--- config.mk ---
export PLATFORM = sky130hd
export DESIGN_NAME = aof_formatter
export DESIGN_NICKNAME = d
export VERILOG_FILES = /design/src/design/aof_pkg.sv /design/src/design/aof_formatter.sv
export SDC_FILE = /design/constraint.sdc
export NUM_CORES = 1
export LEC_CHECK = 0
export BUFFER_PORTS_ARGS = -buffer_cell sky130_fd_sc_hd__buf_2
export CORE_ASPECT_RATIO = 1.4
export CORE_MARGIN = 2
export CORE_UTILIZATION = 35
export CTS_BUF_LIST = sky130_fd_sc_hd__clkbuf_16
export DETAILED_ROUTE_END_ITERATION = 10
export SYNTH_ARGS = -nofsm -noshare
export SYNTH_HDL_FRONTEND = slang
export SYNTH_SLANG_ARGS = --single-unit
export TNS_END_PERCENT = 5
--- constraint.sdc ---
create_clock -name mclk -period 4.8 [get_ports mclk]
set_input_delay 0 -clock mclk [delete_from_list [all_inputs] [get_ports mclk]]
set_output_delay 0 -clock mclk [all_outputs]
set_load 0.01 [all_outputs]
--- src/design/aof_pkg.sv ---
// Constants shared by the converter output formatter.
// Assumes a single 125 MHz system clock and an AXI4-Lite register bus.
package aof_pkg;

  // ==========================================================
  // Clock and timing
  localparam int unsigned MCLK_MHZ = 125;
  localparam int unsigned SLEEP_WAKE_US = 2000;
  localparam int unsigned SLEEP_WAKE_CYCLES = SLEEP_WAKE_US * MCLK_MHZ;
  localparam int unsigned NAP_WAKE_SAMPLES = 100;
  localparam int unsigned WAKE_CNT_W = 20;
  localparam int unsigned PERIOD_W = 8;
  localparam int unsigned HIST_LEN = 64;

  // ==========================================================
  // Register byte offsets
  localparam logic [7:0] TIMING_OFF = 8'h00;
  localparam logic [7:0] OUTMODE_OFF = 8'h04;
  localparam logic [7:0] FORMAT_OFF = 8'h08;
  localparam logic [7:0] POWER_OFF = 8'h0c;
  localparam logic [7:0] STATUS_OFF = 8'h10;

  // ==========================================================
  // Field positions
  localparam int TIM_DCS = 0;
  localparam int TIM_PHASE = 1;
  localparam int TIM_INV = 3;
  localparam int OM_MODE = 0;
  localparam int OM_OFF = 2;
  localparam int OM_TERM = 3;
  localparam int OM_ILVDS = 4;
  localparam int FMT_TWOS = 0;
  localparam int FMT_RAND = 1;
  localparam int FMT_ABP = 2;
  localparam int FMT_TEST_EN = 3;
  localparam int FMT_TEST_SEL = 4;
  localparam int ST_VALID = 0;
  localparam int ST_PERIOD = 8;
  localparam int ST_CURRENT = 16;

  // ==========================================================
  // Reset values
  localparam logic [3:0] TIMING_RST = 4'h0;
  localparam logic [6:0] OUTMODE_RST = 7'h00;
  localparam logic [5:0] FORMAT_RST = 6'h00;
  localparam logic [1:0] POWER_RST = 2'h0;

  // ==========================================================
  // Encodings
  localparam logic [1:0] MODE_FULL = 2'h0;
  localparam logic [1:0] MODE_DDR_LVDS = 2'h1;
  localparam logic [1:0] MODE_DDR_CMOS = 2'h2;
  localparam logic [1:0] PWR_NAP = 2'h1;
  localparam logic [1:0] PWR_SLEEP = 2'h3;
  localparam logic [1:0] TEST_ONES = 2'h0;
  localparam logic [1:0] TEST_ZEROS = 2'h1;
  localparam logic [1:0] TEST_ALT = 2'h2;
  localparam logic [1:0] TEST_CHECK = 2'h3;
  localparam logic [12:0] CHECKER_PAT = 13'h1555;
  localparam logic [11:0] ODD_BITS = 12'haaa;
  localparam logic [11:0] MID_MSB = 12'h800;
  localparam logic [1:0] RESP_OKAY = 2'h0;
  localparam logic [1:0] RESP_SLVERR = 2'h2;

  // Driver current in units of 10 uA, indexed by the 3-bit code
  localparam logic [9:0] CUR_000 = 10'h15e;
  localparam logic [9:0] CUR_001 = 10'h190;
  localparam logic [9:0] CUR_010 = 10'h1c2;
  localparam logic [9:0] CUR_011 = 10'h000;
  localparam logic [9:0] CUR_100 = 10'h12c;
  localparam logic [9:0] CUR_101 = 10'h0fa;
  localparam logic [9:0] CUR_110 = 10'h0d2;
  localparam logic [9:0] CUR_111 = 10'h0af;
  localparam logic [3:0] TERM_MUL = 4'h8;
  localparam logic [13:0] TERM_DIV = 14'h0005;

  typedef enum logic [4:0] {
    PS_RUN = 5'b00001,
    PS_SLEEP = 5'b00010,
    PS_NAP = 5'b00100,
    PS_WAKE_SLEEP = 5'b01000,
    PS_WAKE_NAP = 5'b10000
  } aof_pwr_t;

endpackage

--- src/design/aof_formatter.sv ---
// Output formatting stage of a 12-bit sampling converter.
// Assumes the core word and flags change only near the encode falling
// edge, so they are steady when the encode rising edge is found.
// Functional notes
// - LVDS current default 3.5 mA, seven choices
// - Termination on scales current by 1.6
// - Overrange flag high on over or underrange
// - Flag shares the data pipeline delay
// - Full rate: data changes on clock falling
// - DDR: data changes on both clock edges
// - Output clock delayed 0/45/90/135 degrees
// - Separate invert bit for output clock
// - Offset binary at reset, twos optional
// - Twos complement is MSB inverted
// - Out of range saturates to end codes
// - Randomizer XORs upper bits with LSB
// - Polarity and randomizer independent; forces binary
// - Four test patterns on flag and data
// - Test pattern overrides all formatting
// - Output disable floats every output
// - Sleep by register or pin, 2 ms wake
// - Nap by register, 100 sample wake
// - DDR pairs two bits per line
// - Current code table, 011 unused
`timescale 1ns/1ns
`default_nettype none

module aof_formatter
  import aof_pkg::*;
#(
  parameter int unsigned SLEEP_WAKE_CYC = SLEEP_WAKE_CYCLES
) (
  // Clock and reset
  input wire logic mclk,
  input wire logic resetn,
  // AXI4-Lite write address and data
  input wire logic s_axi_awvalid,
  output logic s_axi_awready,
  input wire logic [7:0] s_axi_awaddr,
  input wire logic s_axi_wvalid,
  output logic s_axi_wready,
  input wire logic [31:0] s_axi_wdata,
  input wire logic [3:0] s_axi_wstrb,
  // AXI4-Lite write response
  output logic s_axi_bvalid,
  input wire logic s_axi_bready,
  output logic [1:0] s_axi_bresp,
  // AXI4-Lite read
  input wire logic s_axi_arvalid,
  output logic s_axi_arready,
  input wire logic [7:0] s_axi_araddr,
  output logic s_axi_rvalid,
  input wire logic s_axi_rready,
  output logic [31:0] s_axi_rdata,
  output logic [1:0] s_axi_rresp,
  // Converter core and pins, all asynchronous to mclk
  input wire logic encode_clk,
  input wire logic [11:0] core_word,
  input wire logic core_over,
  input wire logic core_under,
  input wire logic sleep_pin,
  input wire logic programming_port_select,
  // Output pins
  output logic [11:0] sample_word_bits,
  output logic overrange_flag,
  output logic forwarded_output_clock_p,
  output logic forwarded_output_clock_n,
  output logic output_enable,
  // Driver and power controls
  output logic [9:0] lvds_current_10ua,
  output logic lvds_term_en,
  output logic lvds_mode,
  output logic stabilizer_en,
  output logic core_powered_down,
  output logic output_valid
);

  // ==========================================================
  // Input synchronisers
  logic [16:0] in_raw;
  logic [16:0] in_s1_reg;
  logic [16:0] in_s2_reg;
  assign in_raw = {programming_port_select, sleep_pin, encode_clk,
                   core_over, core_under, core_word};

  // Two stages before anything looks at the pins
  always_ff @(posedge mclk or negedge resetn) begin
    if (!resetn) begin
      in_s1_reg <= 17'h00000;
      in_s2_reg <= 17'h00000;
    end else begin
      in_s1_reg <= in_raw;
      in_s2_reg <= in_s1_reg;
    end
  end

  wire logic par_mode = in_s2_reg[16];
  wire logic sleep_pin_s = in_s2_reg[15];
  wire logic enc_s = in_s2_reg[14];
  wire logic over_s = in_s2_reg[13];
  wire logic under_s = in_s2_reg[12];
  wire logic [11:0] word_s = in_s2_reg[11:0];

  // ==========================================================
  // Registers and bus slave
  logic [3:0] timing_reg;
  logic [6:0] outmode_reg;
  logic [5:0] format_reg;
  logic [1:0] power_reg;
  logic aw_got_reg;
  logic w_got_reg;
  logic [7:0] awaddr_reg;
  logic [31:0] wdata_reg;
  logic wstrb0_reg;
  logic bvalid_reg;
  logic [1:0] bresp_reg;
  logic rvalid_reg;
  logic [31:0] rdata_reg;
  logic [1:0] rresp_reg;
  logic [31:0] status_word;
  logic [31:0] rd_word;
  logic rd_hit;
  logic wr_hit;

  // Address and data are taken in either order; response after both
  wire logic aw_take = s_axi_awvalid && s_axi_awready;
  wire logic w_take = s_axi_wvalid && s_axi_wready;
  wire logic wr_fire = aw_got_reg && w_got_reg && !bvalid_reg;
  wire logic ar_take = s_axi_arvalid && s_axi_arready;
  wire logic wsel_tim = (awaddr_reg == TIMING_OFF);
  wire logic wsel_om = (awaddr_reg == OUTMODE_OFF);
  wire logic wsel_fmt = (awaddr_reg == FORMAT_OFF);
  wire logic wsel_pwr = (awaddr_reg == POWER_OFF);
  wire logic wr_en = wr_fire && wstrb0_reg;
  assign wr_hit = wsel_tim || wsel_om || wsel_fmt || wsel_pwr;
  assign s_axi_awready = !aw_got_reg;
  assign s_axi_wready = !w_got_reg;
  assign s_axi_bvalid = bvalid_reg;
  assign s_axi_bresp = bresp_reg;
  assign s_axi_arready = !rvalid_reg;
  assign s_axi_rvalid = rvalid_reg;
  assign s_axi_rdata = rdata_reg;
  assign s_axi_rresp = rresp_reg;

  // Read decode; the status word is read-only and unmapped reads give 0
  assign rd_hit = (s_axi_araddr == TIMING_OFF) ||
                  (s_axi_araddr == OUTMODE_OFF) ||
                  (s_axi_araddr == FORMAT_OFF) ||
                  (s_axi_araddr == POWER_OFF) ||
                  (s_axi_araddr == STATUS_OFF);
  assign rd_word = (s_axi_araddr == TIMING_OFF) ? {28'h0, timing_reg} :
                   (s_axi_araddr == OUTMODE_OFF) ? {25'h0, outmode_reg} :
                   (s_axi_araddr == FORMAT_OFF) ? {26'h0, format_reg} :
                   (s_axi_araddr == POWER_OFF) ? {30'h0, power_reg} :
                   (s_axi_araddr == STATUS_OFF) ? status_word : 32'h0;

  // Write channel holding registers
  always_ff @(posedge mclk or negedge resetn) begin
    if (!resetn) begin
      aw_got_reg <= 1'b0;
      w_got_reg <= 1'b0;
      awaddr_reg <= 8'h00;
      wdata_reg <= 32'h0;
      wstrb0_reg <= 1'b0;
      bvalid_reg <= 1'b0;
      bresp_reg <= RESP_OKAY;
    end else begin
      if (aw_take) begin
        aw_got_reg <= 1'b1;
        awaddr_reg <= s_axi_awaddr;
      end
      if (w_take) begin
        w_got_reg <= 1'b1;
        wdata_reg <= s_axi_wdata;
        wstrb0_reg <= s_axi_wstrb[0];
      end
      if (wr_fire) begin
        bvalid_reg <= 1'b1;
        bresp_reg <= wr_hit ? RESP_OKAY : RESP_SLVERR;
      end else if (bvalid_reg && s_axi_bready) begin
        bvalid_reg <= 1'b0;
        aw_got_reg <= 1'b0;
        w_got_reg <= 1'b0;
      end
    end
  end

  // Control registers; all fields live in byte lane 0
  always_ff @(posedge mclk or negedge resetn) begin
    if (!resetn) begin
      timing_reg <= TIMING_RST;
      outmode_reg <= OUTMODE_RST;
      format_reg <= FORMAT_RST;
      power_reg <= POWER_RST;
    end else if (wr_en) begin
      if (wsel_tim) timing_reg <= wdata_reg[3:0];
      if (wsel_om) outmode_reg <= wdata_reg[6:0];
      if (wsel_fmt) format_reg <= wdata_reg[5:0];
      if (wsel_pwr) power_reg <= wdata_reg[1:0];
    end
  end

  // Read channel
  always_ff @(posedge mclk or negedge resetn) begin
    if (!resetn) begin
      rvalid_reg <= 1'b0;
      rdata_reg <= 32'h0;
      rresp_reg <= RESP_OKAY;
    end else if (ar_take) begin
      rvalid_reg <= 1'b1;
      rdata_reg <= rd_word;
      rresp_reg <= rd_hit ? RESP_OKAY : RESP_SLVERR;
    end else if (rvalid_reg && s_axi_rready) begin
      rvalid_reg <= 1'b0;
    end
  end

  // ==========================================================
  // Field decode
  wire logic [1:0] phase_sel = timing_reg[TIM_PHASE +: 2];
  wire logic clk_inv = timing_reg[TIM_INV];
  wire logic [1:0] out_mode = outmode_reg[OM_MODE +: 2];
  wire logic out_off = outmode_reg[OM_OFF];
  wire logic term_on = outmode_reg[OM_TERM];
  wire logic [2:0] ilvds = outmode_reg[OM_ILVDS +: 3];
  wire logic fmt_twos = format_reg[FMT_TWOS];
  wire logic fmt_rand = format_reg[FMT_RAND];
  wire logic fmt_abp = format_reg[FMT_ABP];
  wire logic test_en = format_reg[FMT_TEST_EN];
  wire logic [1:0] test_sel = format_reg[FMT_TEST_SEL +: 2];
  wire logic ddr = (out_mode == MODE_DDR_LVDS) ||
                   (out_mode == MODE_DDR_CMOS);

  // Drive current table and termination boost
  logic [9:0] cur_base;
  logic [13:0] cur_boost;
  assign cur_base = (ilvds == 3'h0) ? CUR_000 :
                    (ilvds == 3'h1) ? CUR_001 :
                    (ilvds == 3'h2) ? CUR_010 :
                    (ilvds == 3'h3) ? CUR_011 :
                    (ilvds == 3'h4) ? CUR_100 :
                    (ilvds == 3'h5) ? CUR_101 :
                    (ilvds == 3'h6) ? CUR_110 : CUR_111;
  // All table entries divide by five exactly, so x1.6 is exact
  assign cur_boost = (cur_base * TERM_MUL) / TERM_DIV;
  assign lvds_current_10ua = term_on ? cur_boost[9:0] : cur_base;
  assign lvds_term_en = term_on;
  assign lvds_mode = (out_mode == MODE_DDR_LVDS);
  // Phase shift needs the stabilizer; software must set both
  assign stabilizer_en = timing_reg[TIM_DCS];

  // ==========================================================
  // Power states
  aof_pwr_t pwr_reg;
  aof_pwr_t pwr_next;
  logic [WAKE_CNT_W-1:0] wake_cnt_reg;
  logic [WAKE_CNT_W-1:0] wake_cnt_next;
  logic enc_rise;
  // Parallel mode takes sleep from the pin; nap only by register
  wire logic sleep_req = par_mode ? sleep_pin_s :
                         (power_reg == PWR_SLEEP);
  wire logic nap_req = !par_mode && (power_reg == PWR_NAP);
  wire logic sleep_done =
    (wake_cnt_reg == WAKE_CNT_W'(SLEEP_WAKE_CYC - 1));
  wire logic nap_done =
    enc_rise && (wake_cnt_reg == WAKE_CNT_W'(NAP_WAKE_SAMPLES - 1));

  // Next power state; sleep always wins over nap
  always_comb begin
    pwr_next = pwr_reg;
    wake_cnt_next = wake_cnt_reg;
    case (pwr_reg)
      PS_RUN: begin
        if (sleep_req) pwr_next = PS_SLEEP;
        else if (nap_req) pwr_next = PS_NAP;
      end
      PS_SLEEP: begin
        wake_cnt_next = '0;
        if (!sleep_req) pwr_next = PS_WAKE_SLEEP;
      end
      PS_NAP: begin
        wake_cnt_next = '0;
        if (sleep_req) pwr_next = PS_SLEEP;
        else if (!nap_req) pwr_next = PS_WAKE_NAP;
      end
      PS_WAKE_SLEEP: begin
        wake_cnt_next = wake_cnt_reg + 1'b1;
        if (sleep_req) pwr_next = PS_SLEEP;
        else if (sleep_done) pwr_next = PS_RUN;
      end
      PS_WAKE_NAP: begin
        if (enc_rise) wake_cnt_next = wake_cnt_reg + 1'b1;
        if (sleep_req) pwr_next = PS_SLEEP;
        else if (nap_req) pwr_next = PS_NAP;
        else if (nap_done) pwr_next = PS_RUN;
      end
      default: pwr_next = PS_RUN;
    endcase
  end

  always_ff @(posedge mclk or negedge resetn) begin
    if (!resetn) begin
      pwr_reg <= PS_RUN;
      wake_cnt_reg <= '0;
    end else begin
      pwr_reg <= pwr_next;
      wake_cnt_reg <= wake_cnt_next;
    end
  end

  wire logic running = (pwr_reg == PS_RUN);
  assign output_valid = running;
  assign core_powered_down = (pwr_reg == PS_SLEEP) || (pwr_reg == PS_NAP);

  // ==========================================================
  // Encode edges and period
  logic ref_reg;
  logic [PERIOD_W-1:0] per_cnt_reg;
  logic [PERIOD_W-1:0] period_reg;
  logic [HIST_LEN-1:0] hist_reg;
  logic [9:0] tap_prod;
  logic [5:0] tap;
  logic clk_tap;
  assign enc_rise = enc_s && !ref_reg;
  wire logic enc_fall = !enc_s && ref_reg;

  // Period in mclk cycles sets the size of an eighth-period step
  always_ff @(posedge mclk or negedge resetn) begin
    if (!resetn) begin
      ref_reg <= 1'b0;
      per_cnt_reg <= '0;
      period_reg <= '0;
      hist_reg <= '0;
    end else begin
      ref_reg <= enc_s;
      hist_reg <= {hist_reg[HIST_LEN-2:0], enc_s};
      if (enc_rise) begin
        period_reg <= per_cnt_reg;
        per_cnt_reg <= PERIOD_W'(1);
      end else if (per_cnt_reg != '1) begin
        per_cnt_reg <= per_cnt_reg + 1'b1;
      end
    end
  end

  // Delay tap, truncated to whole mclk cycles
  assign tap_prod = period_reg * phase_sel;
  assign tap = (tap_prod[9:3] > 7'd63) ? 6'h3f : tap_prod[8:3];
  assign clk_tap = (tap == 6'h00) ? enc_s : hist_reg[tap - 6'h01];

  // ==========================================================
  // Formatting path
  logic [11:0] sat_word;
  logic flag_in;
  logic [11:0] twos_word;
  logic [11:0] rand_word;
  logic [11:0] abp_word;
  logic [12:0] pat_word;
  logic [12:0] fmt_word;
  logic alt_reg;

  assign flag_in = over_s || under_s;
  assign sat_word = over_s ? 12'hfff :
                    under_s ? 12'h000 : word_s;
  // Polarity mode ignores the twos bit
  assign twos_word = (fmt_twos && !fmt_abp) ?
                     sat_word ^ MID_MSB : sat_word;
  assign rand_word = fmt_rand ?
    {rand_word_hi(twos_word), twos_word[0]} : twos_word;
  assign abp_word = fmt_abp ? rand_word ^ ODD_BITS :
                    rand_word;
  assign pat_word = (test_sel == TEST_ONES) ? 13'h1fff :
                    (test_sel == TEST_ZEROS) ? 13'h0000 :
                    (test_sel == TEST_ALT) ? {13{~alt_reg}} :
                    (alt_reg ? ~CHECKER_PAT : CHECKER_PAT);
  // Pattern goes in after formatting, so only the not-running zero overrides it
  assign fmt_word = !running ? 13'h0000 :
                    test_en ? pat_word :
                    {flag_in, abp_word};

  function automatic logic [10:0] rand_word_hi(input logic [11:0] w);
    rand_word_hi = w[11:1] ^ {11{w[0]}};
  endfunction

  // ==========================================================
  // Output registers
  logic [12:0] cap_reg;
  logic [11:0] word_out_reg;
  logic flag_out_reg;
  logic clk_p_reg;
  logic clk_n_reg;
  logic [5:0] even_bits;
  logic [5:0] odd_bits;
  assign even_bits = {fmt_word[10], fmt_word[8], fmt_word[6],
                      fmt_word[4], fmt_word[2], fmt_word[0]};
  assign odd_bits = {cap_reg[11], cap_reg[9], cap_reg[7],
                     cap_reg[5], cap_reg[3], cap_reg[1]};

  // Flag moves with the data on the falling edge in full rate and with the even half in DDR
  always_ff @(posedge mclk or negedge resetn) begin
    if (!resetn) begin
      cap_reg <= '0;
      alt_reg <= 1'b0;
      word_out_reg <= '0;
      flag_out_reg <= 1'b0;
      clk_p_reg <= 1'b0;
      clk_n_reg <= 1'b1;
    end else begin
      clk_p_reg <= clk_tap ^ clk_inv;
      clk_n_reg <= ~(clk_tap ^ clk_inv);
      if (enc_rise) begin
        cap_reg <= fmt_word;
        alt_reg <= ~alt_reg;
        if (ddr) begin
          // Even half leaves with the rising edge
          word_out_reg <= {6'h00, even_bits};
          flag_out_reg <= fmt_word[12];
        end
      end else if (enc_fall) begin
        if (ddr) begin
          word_out_reg <= {6'h00, odd_bits};
        end else begin
          word_out_reg <= cap_reg[11:0];
          flag_out_reg <= cap_reg[12];
        end
      end
    end
  end

  assign sample_word_bits = word_out_reg;
  assign overrange_flag = flag_out_reg;
  assign forwarded_output_clock_p = clk_p_reg;
  assign forwarded_output_clock_n = clk_n_reg;
  // Slow enable meant for idle periods, not bus sharing
  assign output_enable = !out_off;

  // ==========================================================
  // Status word
  assign status_word = {6'h00, lvds_current_10ua,
                        period_reg, 7'h00, running};

endmodule

`default_nettype wire

==> impl_metrics.ini, run 1 <==
[synth]
synth_compound_area_frac = 0.121
netlist_instances = 886
synth_area_leader_cell = dfrtp_1
synthFlopType = dfrtp_1
yosys-top-cells-count = dfrtp_1 (232), nand2_1 (65), nor2_1 (65), o21ai_0 (54), mux2_2 (44)
synth_warn = 0
yosys-top-cells-area = dfrtp_1 (57%), mux2_2 (4.8%), mux4_2 (3.3%)
register_area_share_after_synthesis = 0.570
muxShareOfSynthArea = 0.0928
synth_unique_cells = 69
xor_xnor_fraction_of_synth_area = 0.0380
yosys.area_share.adder = 0.0183
synth_top_area_frac = 0.565
most_frequent_cell_after_synthesis = dfrtp_1
ys_async_sr_fraction = 1.00
synthesis.area_per_instance_um2 = 11.6
ys_seq_elements = 234
largest_family_of_logic_cells_by_synthesized_area = simple AND/OR/NAND/NOR gates
synth_enable_flop_cells = 0
synth.cell_area_um2 = 10300
synth_simple_gate_area_share = 0.129

[clock_network]
cts.htree.levels = 1
worst_setup_hold_path_clk_slew_ns = 0.06
numClockSinks = 234
cts_resized = 0
tritoncts = built
clockRootBuffer = clkbuf_16
ctsLongestPathBuffers = 3
insertion_delay_ns = 0.52
numCtsBuffers = 24

[global_routing]
grt_remaining_overflow = 0
grt_pass1_vias = 7088
grt_pass1_wl_mm = 36.0
grt_start_max_net_pins = 122
initial_antenna_violation_count = 0
grt_util_all_layers = 0.144

[hold_path]
hold_crit_path_type = input port to flip-flop
min-delay-start = s_axi_araddr[6]
timing.hold.worst_path_depth = 4
hold_end = s_axi_rdata[5]$_DFFE_PN0P_

[setup_path]
critical_path.endpoint_type = flip-flop
r2r-start = timing_reg[2]$_DFFE_PN0P_
worst-r2r-setup-slack_ns = 0.33
cp_data_arrival_time_ns = 4.92
critical_path_required_ns = 5.25
critical_path_peak_fanout = 11
worst_r2r_path_depth = 16
crit_type = flip-flop to flip-flop
startpoint_type = flip-flop
reg2reg_end = forwarded_output_clock_n$_DFF_PN1_

[finish]
post_route_cells_drive_above_1_share = 0.212
syn2layout_area_growth_pct = 21.8
layout.nets = 1128
diodes_inserted = 0
largest_reg_flops = 64

[sta]
worst-slew-pin-transition_ns = 1.16
setup_viol = 0
grt_setup_unrepaired = false
setup_slack_ns = 0.335
fmax_ghz = 0.224
post-route-period-util = 0.930
setup-tns-final_ns = 0
number_of_max_slew_violations_in_the_final_report = 0
hold_violations = 0
final.setup_skew_ns = 0.00964
maxSlewHeadroom = 0.223
time_the_final_worst_path_needs_with_i_o_delays_and_setup_ns = 4.47

[die]
die_w_um = 149
die_area_um2 = 30800
initial_utilization = 0.353
area_inside_the_core_boundary_um2 = 29100
ios = 148
placement_rows = 74
chipHeight_um = 207

[place]
port-buffer-count = 110
dpl.hpwl_mm = 15.2
routability_congestion = 0.787
place_ws_ns = 0.331

[pwr]
cellPowerDensity_nw_per_um2 = 435
ir_worst_vdd_mv = 0.342
p_leak_nw = 5.78

[detailed_routing]
drt_first_pass_iters = 5
wl_per_cell_um = 15.4
drt_iter0_drc = 361
postRouteAntennaNets = 0
drc = 0
num_vias = 7110
routed_wirelength_mm = 22.1
via_per_inst = 4.95

[run_status]
status = finished clean

[run]
maxCapViolations = 0
[stage by stage]
| step | std cells | power (mW) | utilization | hold WS (ns) | instance area (um2) |
|---|---|---|---|---|---|
| 2_1_floorplan | 896 | 3.06 | - | -0.296 | 10300 |
| 3_3_place_gp | 1348 | 3.39 | 0.386 | 0.109 | 11200 |
| 3_5_place_dp | 1348 | 3.41 | 0.386 | 0.109 | 11200 |
| 4_1_cts | 1435 | 5.51 | 0.430 | 0.00392 | 12500 |
| 5_1_grt | 1435 | 5.73 | 0.430 | 0.0381 | 12500 |
| 6_report | 1435 | 5.44 | 0.430 | 0.0314 | 12500 |
[worst max-delay path, stage by stage (launching register included)]
cell,delay [ns]
dfrtp_1,0.51
and2_1,0.23
ha_1,0.48
o21a_1,0.19
o311ai_0,0.14
a21oi_2,0.28
or2_1,0.17
clkinv_1,0.12
ha_1,0.38
clkinv_1,0.21
or4_1,0.55
o21ai_0,0.09
a31oi_1,0.06
o211a_1,0.14
a2111o_1,0.39
a221o_1,0.32
and4_1,0.15
[per-layer routing]
metal,vias to the layer above,share of wire,global-route usage,wire length [um]
li1,3438,-,-,-
met1,3492,0.42,0.172,9190
met2,130,0.51,0.257,11200
met3,50,0.041,0.0266,900
met4,0,0.034,0.0544,748
met5,-,0,0,0
[cell type report]
| cell class | instances | area, um2 |
|---|---|---|
| clock buffers | 25 | 626 |
| inverters | 26 | 97.6 |
| well taps | 380 | 475 |
| clock inverters | 19 | 243 |
| fillers | 2815 | 16600 |
| multi-input cells | 590 | 4150 |
| repair buffers | 161 | 1060 |
| flip-flops and latches | 234 | 5860 |
[layout by cell type (no fill, tap or decap), types with 10 or more instances in the layout]
cell type,Yosys,final
dfrtp_1,232,232
buf_2,2,109
nor2_1,65,65
nand2_1,65,65
o21ai_0,54,54
mux2_2,44,44
dlygate4sd3_1,0,43
a21oi_1,31,31
inv_1,24,27
xor2_1,27,27
a22o_1,25,25
clkbuf_16,0,25
nand3_1,23,23
nor2b_1,18,18
nor3_1,16,15
xnor2_1,15,15
and2_1,15,15
mux4_2,15,15
ha_1,15,15
nand2b_1,13,13
mux2i_1,12,12
conb_1,2,12
a22oi_1,10,10
a31oi_1,10,10
[cells by family after synthesis]
family	after synthesis
buffers and inverters	72
and+or+nand+nor	264
other	2
adders and majority gates	15
AOI/OAI and AO/OA	185
xor gates and xnor gates	43
muxes	71
DFF	234
[where the power goes]
part | switching (mW) | leakage, nW | internal [mW]
sequential | 0.242 | 2.96 | 2.25
clock | 0.774 | 0.437 | 1.27
combinational | 0.478 | 2.38 | 0.432
[how the worst max path moves through the flow]
stage	from	to	slack (ns)
5_1_grt	timing_reg[2]$_DFFE_PN0P_	forwarded_output_clock_n$_DFF_PN1_	0.03
4_1_cts	timing_reg[2]$_DFFE_PN0P_	forwarded_output_clock_n$_DFF_PN1_	0.30
2_1_floorplan	timing_reg[2]$_DFFE_PN0P_	forwarded_output_clock_n$_DFF_PN1_	0.50
3_5_place_dp	timing_reg[2]$_DFFE_PN0P_	forwarded_output_clock_n$_DFF_PN1_	0.33
3_3_place_gp	timing_reg[2]$_DFFE_PN0P_	forwarded_output_clock_n$_DFF_PN1_	0.41
6_report	timing_reg[2]$_DFFE_PN0P_	forwarded_output_clock_n$_DFF_PN1_	0.33
[repair_timing]
item,4_1_cts,5_1_grt
buffers inserted,0,0
setup endpoints to repair,0,0
hold buffers,43,0
hold endpoints to repair,157,0
Note: power is estimated with default switching activity, not from simulation.
==> run 2: changes to the inputs <==
CTS_BUF_LIST = default   (was sky130_fd_sc_hd__clkbuf_16)
==> run 2 against run 1 <==
Effect of this change:
- via count about the same
- clock power up 4%
- global-route usage about the same
- design area up 0.40%
- flip-flop and latch count unchanged
- cell count unchanged
- register-to-register slack about the same
- clock skew down 0.00078 ns
- critical endpoint unchanged
- highest routed layer unchanged
==> impl_metrics.ini, run 2 (same netlist as run 1, synthesis figures left out) <==
[clock_network]
clockRootBuffer = clkbuf_16
numClockSinks = 234
cts.htree.levels = 1
tritoncts = built
numCtsBuffers = 24
worst_setup_hold_path_clk_slew_ns = 0.06
insertion_delay_ns = 0.53
cts_resized = 0
ctsLongestPathBuffers = 3

[setup_path]
critical_path_peak_fanout = 11
startpoint_type = flip-flop
cp_data_arrival_time_ns = 4.91
worst-r2r-setup-slack_ns = 0.34
critical_path.endpoint_type = flip-flop
critical_path_required_ns = 5.25
worst_r2r_path_depth = 16
crit_type = flip-flop to flip-flop

[place]
routability_congestion = 0.787
dpl.hpwl_mm = 15.2
placed_cell_area_um2 = 11200
port-buffer-count = 110

[global_routing]
grt_remaining_overflow = 0
grt_util_all_layers = 0.144
initial_antenna_violation_count = 0
grt_start_max_net_pins = 122
grt_pass1_wl_mm = 36.0
grt_pass1_vias = 7091

[finish]
largest_reg_flops = 64
final_common_cell = dfrtp_1
post_route_cells_drive_above_1_share = 0.217
layout.filler_cells = 2809
diodes_inserted = 0
most-common-layout-cells = dfrtp_1 (232), buf_2 (109), nor2_1 (65), nand2_1 (65), o21ai_0 (54)
layout.nets = 1128
syn2layout_area_growth_pct = 22.3
layout.cell_area.non_filler_um2 = 12600

[sta]
setup_viol = 0
fin_hold_ws_ns = 0.0310
time_the_final_worst_path_needs_with_i_o_delays_and_setup_ns = 4.46
final.setup_skew_ns = 0.00886
fmax_ghz = 0.224
setup-tns-final_ns = 0
maxSlewHeadroom = 0.206
grt_setup_unrepaired = false
number_of_max_slew_violations_in_the_final_report = 0
post-route-period-util = 0.930
hold_violations = 0
worst-slew-pin-transition_ns = 1.18

[run_status]
status = finished clean

[detailed_routing]
drt_iter0_drc = 332
postRouteAntennaNets = 0
drc = 0
num_vias = 7103
drt_first_pass_iters = 5
via_per_inst = 4.95
wl_per_cell_um = 15.4
routed_wirelength_mm = 22.1

[die]
area_inside_the_core_boundary_um2 = 29100
ios = 148
initial_utilization = 0.353
chipHeight_um = 207
die_area_um2 = 30800
die_w_um = 149
placement_rows = 74

[hold_path]
timing.hold.worst_path_depth = 5
hold_crit_path_type = input port to flip-flop

[pwr]
p_leak_nw = 5.79
cellPowerDensity_nw_per_um2 = 440
power_mw = 5.53
ir_worst_vdd_mv = 0.342

[run]
maxCapViolations = 0
## run 2: cell count changes in the layout (fill, tap and decap cells not counted), sizes merged
cell	delta
clkbuf	+8
inv	-3
clkinv	-5
## run 2: path summary, 6_finish.rpt
| path | startpoint | to |
|---|---|---|
| max | timing_reg[2]$_DFFE_PN0P_ | forwarded_output_clock_n$_DFF_PN1_ |
| min | s_axi_araddr[2] | s_axi_rdata[6]$_DFFE_PN0P_ |
| max reg2reg | timing_reg[2]$_DFFE_PN0P_ | forwarded_output_clock_n$_DFF_PN1_ |
| min reg2reg | in_s1_reg[13]$_DFF_PN0_ | in_s2_reg[13]$_DFF_PN0_ |
| max in group asynchronous | resetn | s_axi_rdata[23]$_DFFE_PN0P_ |
| min in group asynchronous | resetn | in_s1_reg[8]$_DFF_PN0_ |
## run 2: layer usage
metal | global-route usage | routed length, um
met2 | 0.258 | 11200
met4 | 0.0544 | 748
met3 | 0.0266 | 928
met1 | 0.171 | 9150
met5 | 0 | 0
## run 2: area by class of cell
cell class              instances  area [um2]  share of cell area
clock buffers                  33         706              0.0562
clock inverters                11         213              0.0169
repair buffers                161        1060              0.0847
inverters                      26        97.6             0.00777
well taps                     380         475              0.0379
multi-input cells             590        4150               0.330
flip-flops and latches        234        5860               0.466
## run 2: repair_timing
action                                  in CTS  in global routing
endpoints found under the hold margin      157                  0
endpoints found under the setup margin       0                  0
hold buffers                                43                  0
buffers inserted                             0                  0
## run 2: worst max-delay path, stage by stage (launching register included)
cell and delay, ns:
dfrtp_1 0.51, and2_1 0.22, ha_1 0.48, o21a_1 0.19, o311ai_0 0.14, a21oi_2 0.28
or2_1 0.17, clkinv_1 0.12, ha_1 0.38, clkinv_1 0.21, or4_1 0.55, o21ai_0 0.09
a31oi_1 0.06, o211a_1 0.14, a2111o_1 0.39, a221o_1 0.32, and4_1 0.15
## run 2: metrics by stage
stage                      util  setup slack (ns)  std cells
after CTS                 0.432             0.302       1435
after global routing      0.432            0.0348       1435
final                     0.432             0.337       1435
after global placement    0.386             0.408       1348
after floorplan               -             0.501        896
after detailed placement  0.386             0.331       1348
## run 2: power breakdown
part	internal [mW]	switching [mW]	leakage [nW]	total [mW]
Sequential	2.25	0.241	2.96	2.49
Clock	1.35	0.777	0.453	2.13
Combinational	0.432	0.478	2.38	0.909
==> run 3: changes to the inputs <==
BUFFER_PORTS_ARGS = -buffer_cell sky130_fd_sc_hd__buf_4   (was -buffer_cell sky130_fd_sc_hd__buf_2)
RECOVER_POWER = 25   (was default)
==> run 3 against run 2 <==
Effect of this change:
- the flow now finishes with violations (max-capacitance violations, max-slew violations)
- power increased by 1.9%
- critical path depth is the same
- critical endpoint unchanged
- combinational power is 7.0% higher
- clock power about the same
- largest power group unchanged
==> impl_metrics.ini, run 3 (same netlist as run 1, synthesis figures left out) <==
[run_status]
status = finished, violations left
failed_checks = max-capacitance violations, max-slew violations

[clock_network]
tritoncts = built
worst_setup_hold_path_clk_slew_ns = 0.06
clockRootBuffer = clkbuf_16
numCtsBuffers = 26
numClockSinks = 234
ctsLongestPathBuffers = 3
post-cts-setup-buffers = 0
cts.htree.levels = 1
insertion_delay_ns = 0.53

[sta]
setup_viol = 0
maxSlewHeadroom = -0.838
setup_slack_ns = 0.297
hold_violations = 0
final.setup_skew_ns = 0.0206
number_of_max_slew_violations_in_the_final_report = 113
post-route-period-util = 0.938
time_the_final_worst_path_needs_with_i_o_delays_and_setup_ns = 4.50
worst-slew-pin-transition_ns = 2.76
fin_hold_ws_ns = 0.0231
setup-tns-final_ns = 0
fmax_ghz = 0.222
grt_setup_unrepaired = false

[global_routing]
grt_pass1_wl_mm = 37.9
grt_remaining_overflow = 0
grt_pass1_vias = 7297
grt_start_max_net_pins = 123
initial_antenna_violation_count = 0
grt_util_all_layers = 0.151

[finish]
seqCellArea_um2 = 5860
post-route-util = 0.444
multi_input_comb_area_um2 = 4150
layout.nets = 1134
post_route_cells_drive_above_1_share = 0.219
syn2layout_area_growth_pct = 25.5
most-common-layout-cells = dfrtp_1 (232), buf_4 (98), nor2_1 (65), nand2_1 (65), o21ai_0 (54)
layout.filler_cells = 2737
final_common_cell = dfrtp_1
diodes_inserted = 0
largest_reg_flops = 64

[setup_path]
critical_path_required_ns = 5.26
startpoint_type = flip-flop
cp_data_arrival_time_ns = 4.96
critical_path.endpoint_type = flip-flop
r2r-start = timing_reg[2]$_DFFE_PN0P_
critical_path_peak_fanout = 11
crit_type = flip-flop to flip-flop
critical_path.startpoint = timing_reg[2]$_DFFE_PN0P_

[die]
placement_rows = 74
initial_utilization = 0.353
die_area_um2 = 30800
chipHeight_um = 207
die_w_um = 149
ios = 148
area_inside_the_core_boundary_um2 = 29100

[pwr]
cellPowerDensity_nw_per_um2 = 437
p_leak_nw = 5.89
ir_worst_vdd_mv = 0.278

[detailed_routing]
drc = 0
num_vias = 7187
drt_first_pass_iters = 4
postRouteAntennaNets = 0
drt_iter0_drc = 369
via_per_inst = 4.98
wl_per_cell_um = 15.8
routed_wirelength_mm = 22.7

[place]
port-buffer-count = 110
routability_congestion = 0.769
place_ws_ns = 0.324
dpl.hpwl_mm = 15.5

[hold_path]
hold_crit_path_type = input port to flip-flop
min-delay-start = s_axi_araddr[7]

[run]
maxCapViolations = 1
==> run 3: path summary, 6_finish.rpt <==
path	endpoint	slack [ns]	cells past startpoint
worst max-delay path	forwarded_output_clock_n$_DFF_PN1_	0.30	16
worst min-delay path	s_axi_rdata[4]$_DFFE_PN0P_	0.02	4
worst max register to register	forwarded_output_clock_n$_DFF_PN1_	0.30	16
worst min register to register	in_s2_reg[16]$_DFF_PN0_	0.35	0
max in group asynchronous	s_axi_rdata[21]$_DFFE_PN0P_	2.30	2
min in group asynchronous	in_s1_reg[10]$_DFF_PN0_	0.86	2
==> run 3: per-layer routing <==
| metal | vias to the layer above | track usage | wire, um | part of all wire |
|---|---|---|---|---|
| met3 | 38 | 0.0253 | 788 | 0.035 |
| met4 | 0 | 0.0612 | 686 | 0.030 |
| met2 | 125 | 0.271 | 12000 | 0.53 |
| li1 | 3454 | - | - | - |
| met1 | 3570 | 0.181 | 9240 | 0.41 |
| met5 | - | 0 | 0 | 0 |
==> run 3: timing repair <==
item | in CTS | in global routing
hold buffers | 48 | 0
gates resized for setup | 0 | 0
hold endpoints to repair | 157 | 0
==> run 3: critical path: stages (launching register included) <==
cell	delay [ns]
dfrtp_1	0.49
and2_1	0.22
ha_1	0.42
and3_4	0.26
a221oi_4	0.36
a21oi_2	0.16
or2_1	0.25
clkinv_1	0.06
ha_1	0.20
clkinv_1	0.26
or4_1	0.58
o21ai_0	0.08
a31oi_1	0.06
o211a_1	0.14
a2111o_1	0.40
a221o_1	0.32
and4_1	0.16
==> run 3: cell type report <==
cell class / instances / share of cell area
clock buffer: 36 / 0.0605
multi-input combinational: 590 / 0.321
inverter: 26 / 0.00757
timing repair buffer: 165 / 0.106
clock inverter: 12 / 0.0132
sequential: 234 / 0.454
tap: 380 / 0.0369
==> run 3: through the flow <==
step           total power, mW  instance area [um2]  std cells
3_3_place_gp              3.46                11500       1347
2_1_floorplan             3.06                10300        896
6_report                  5.63                12900       1443
4_1_cts                   5.71                12900       1443
5_1_grt                   5.94                12900       1443
3_5_place_dp              3.49                11500       1347
==> run 3: where the power goes <==
part | internal (mW) | switching (mW)
Clock | 1.35 | 0.807
Sequential | 2.25 | 0.252
Combinational | 0.493 | 0.480
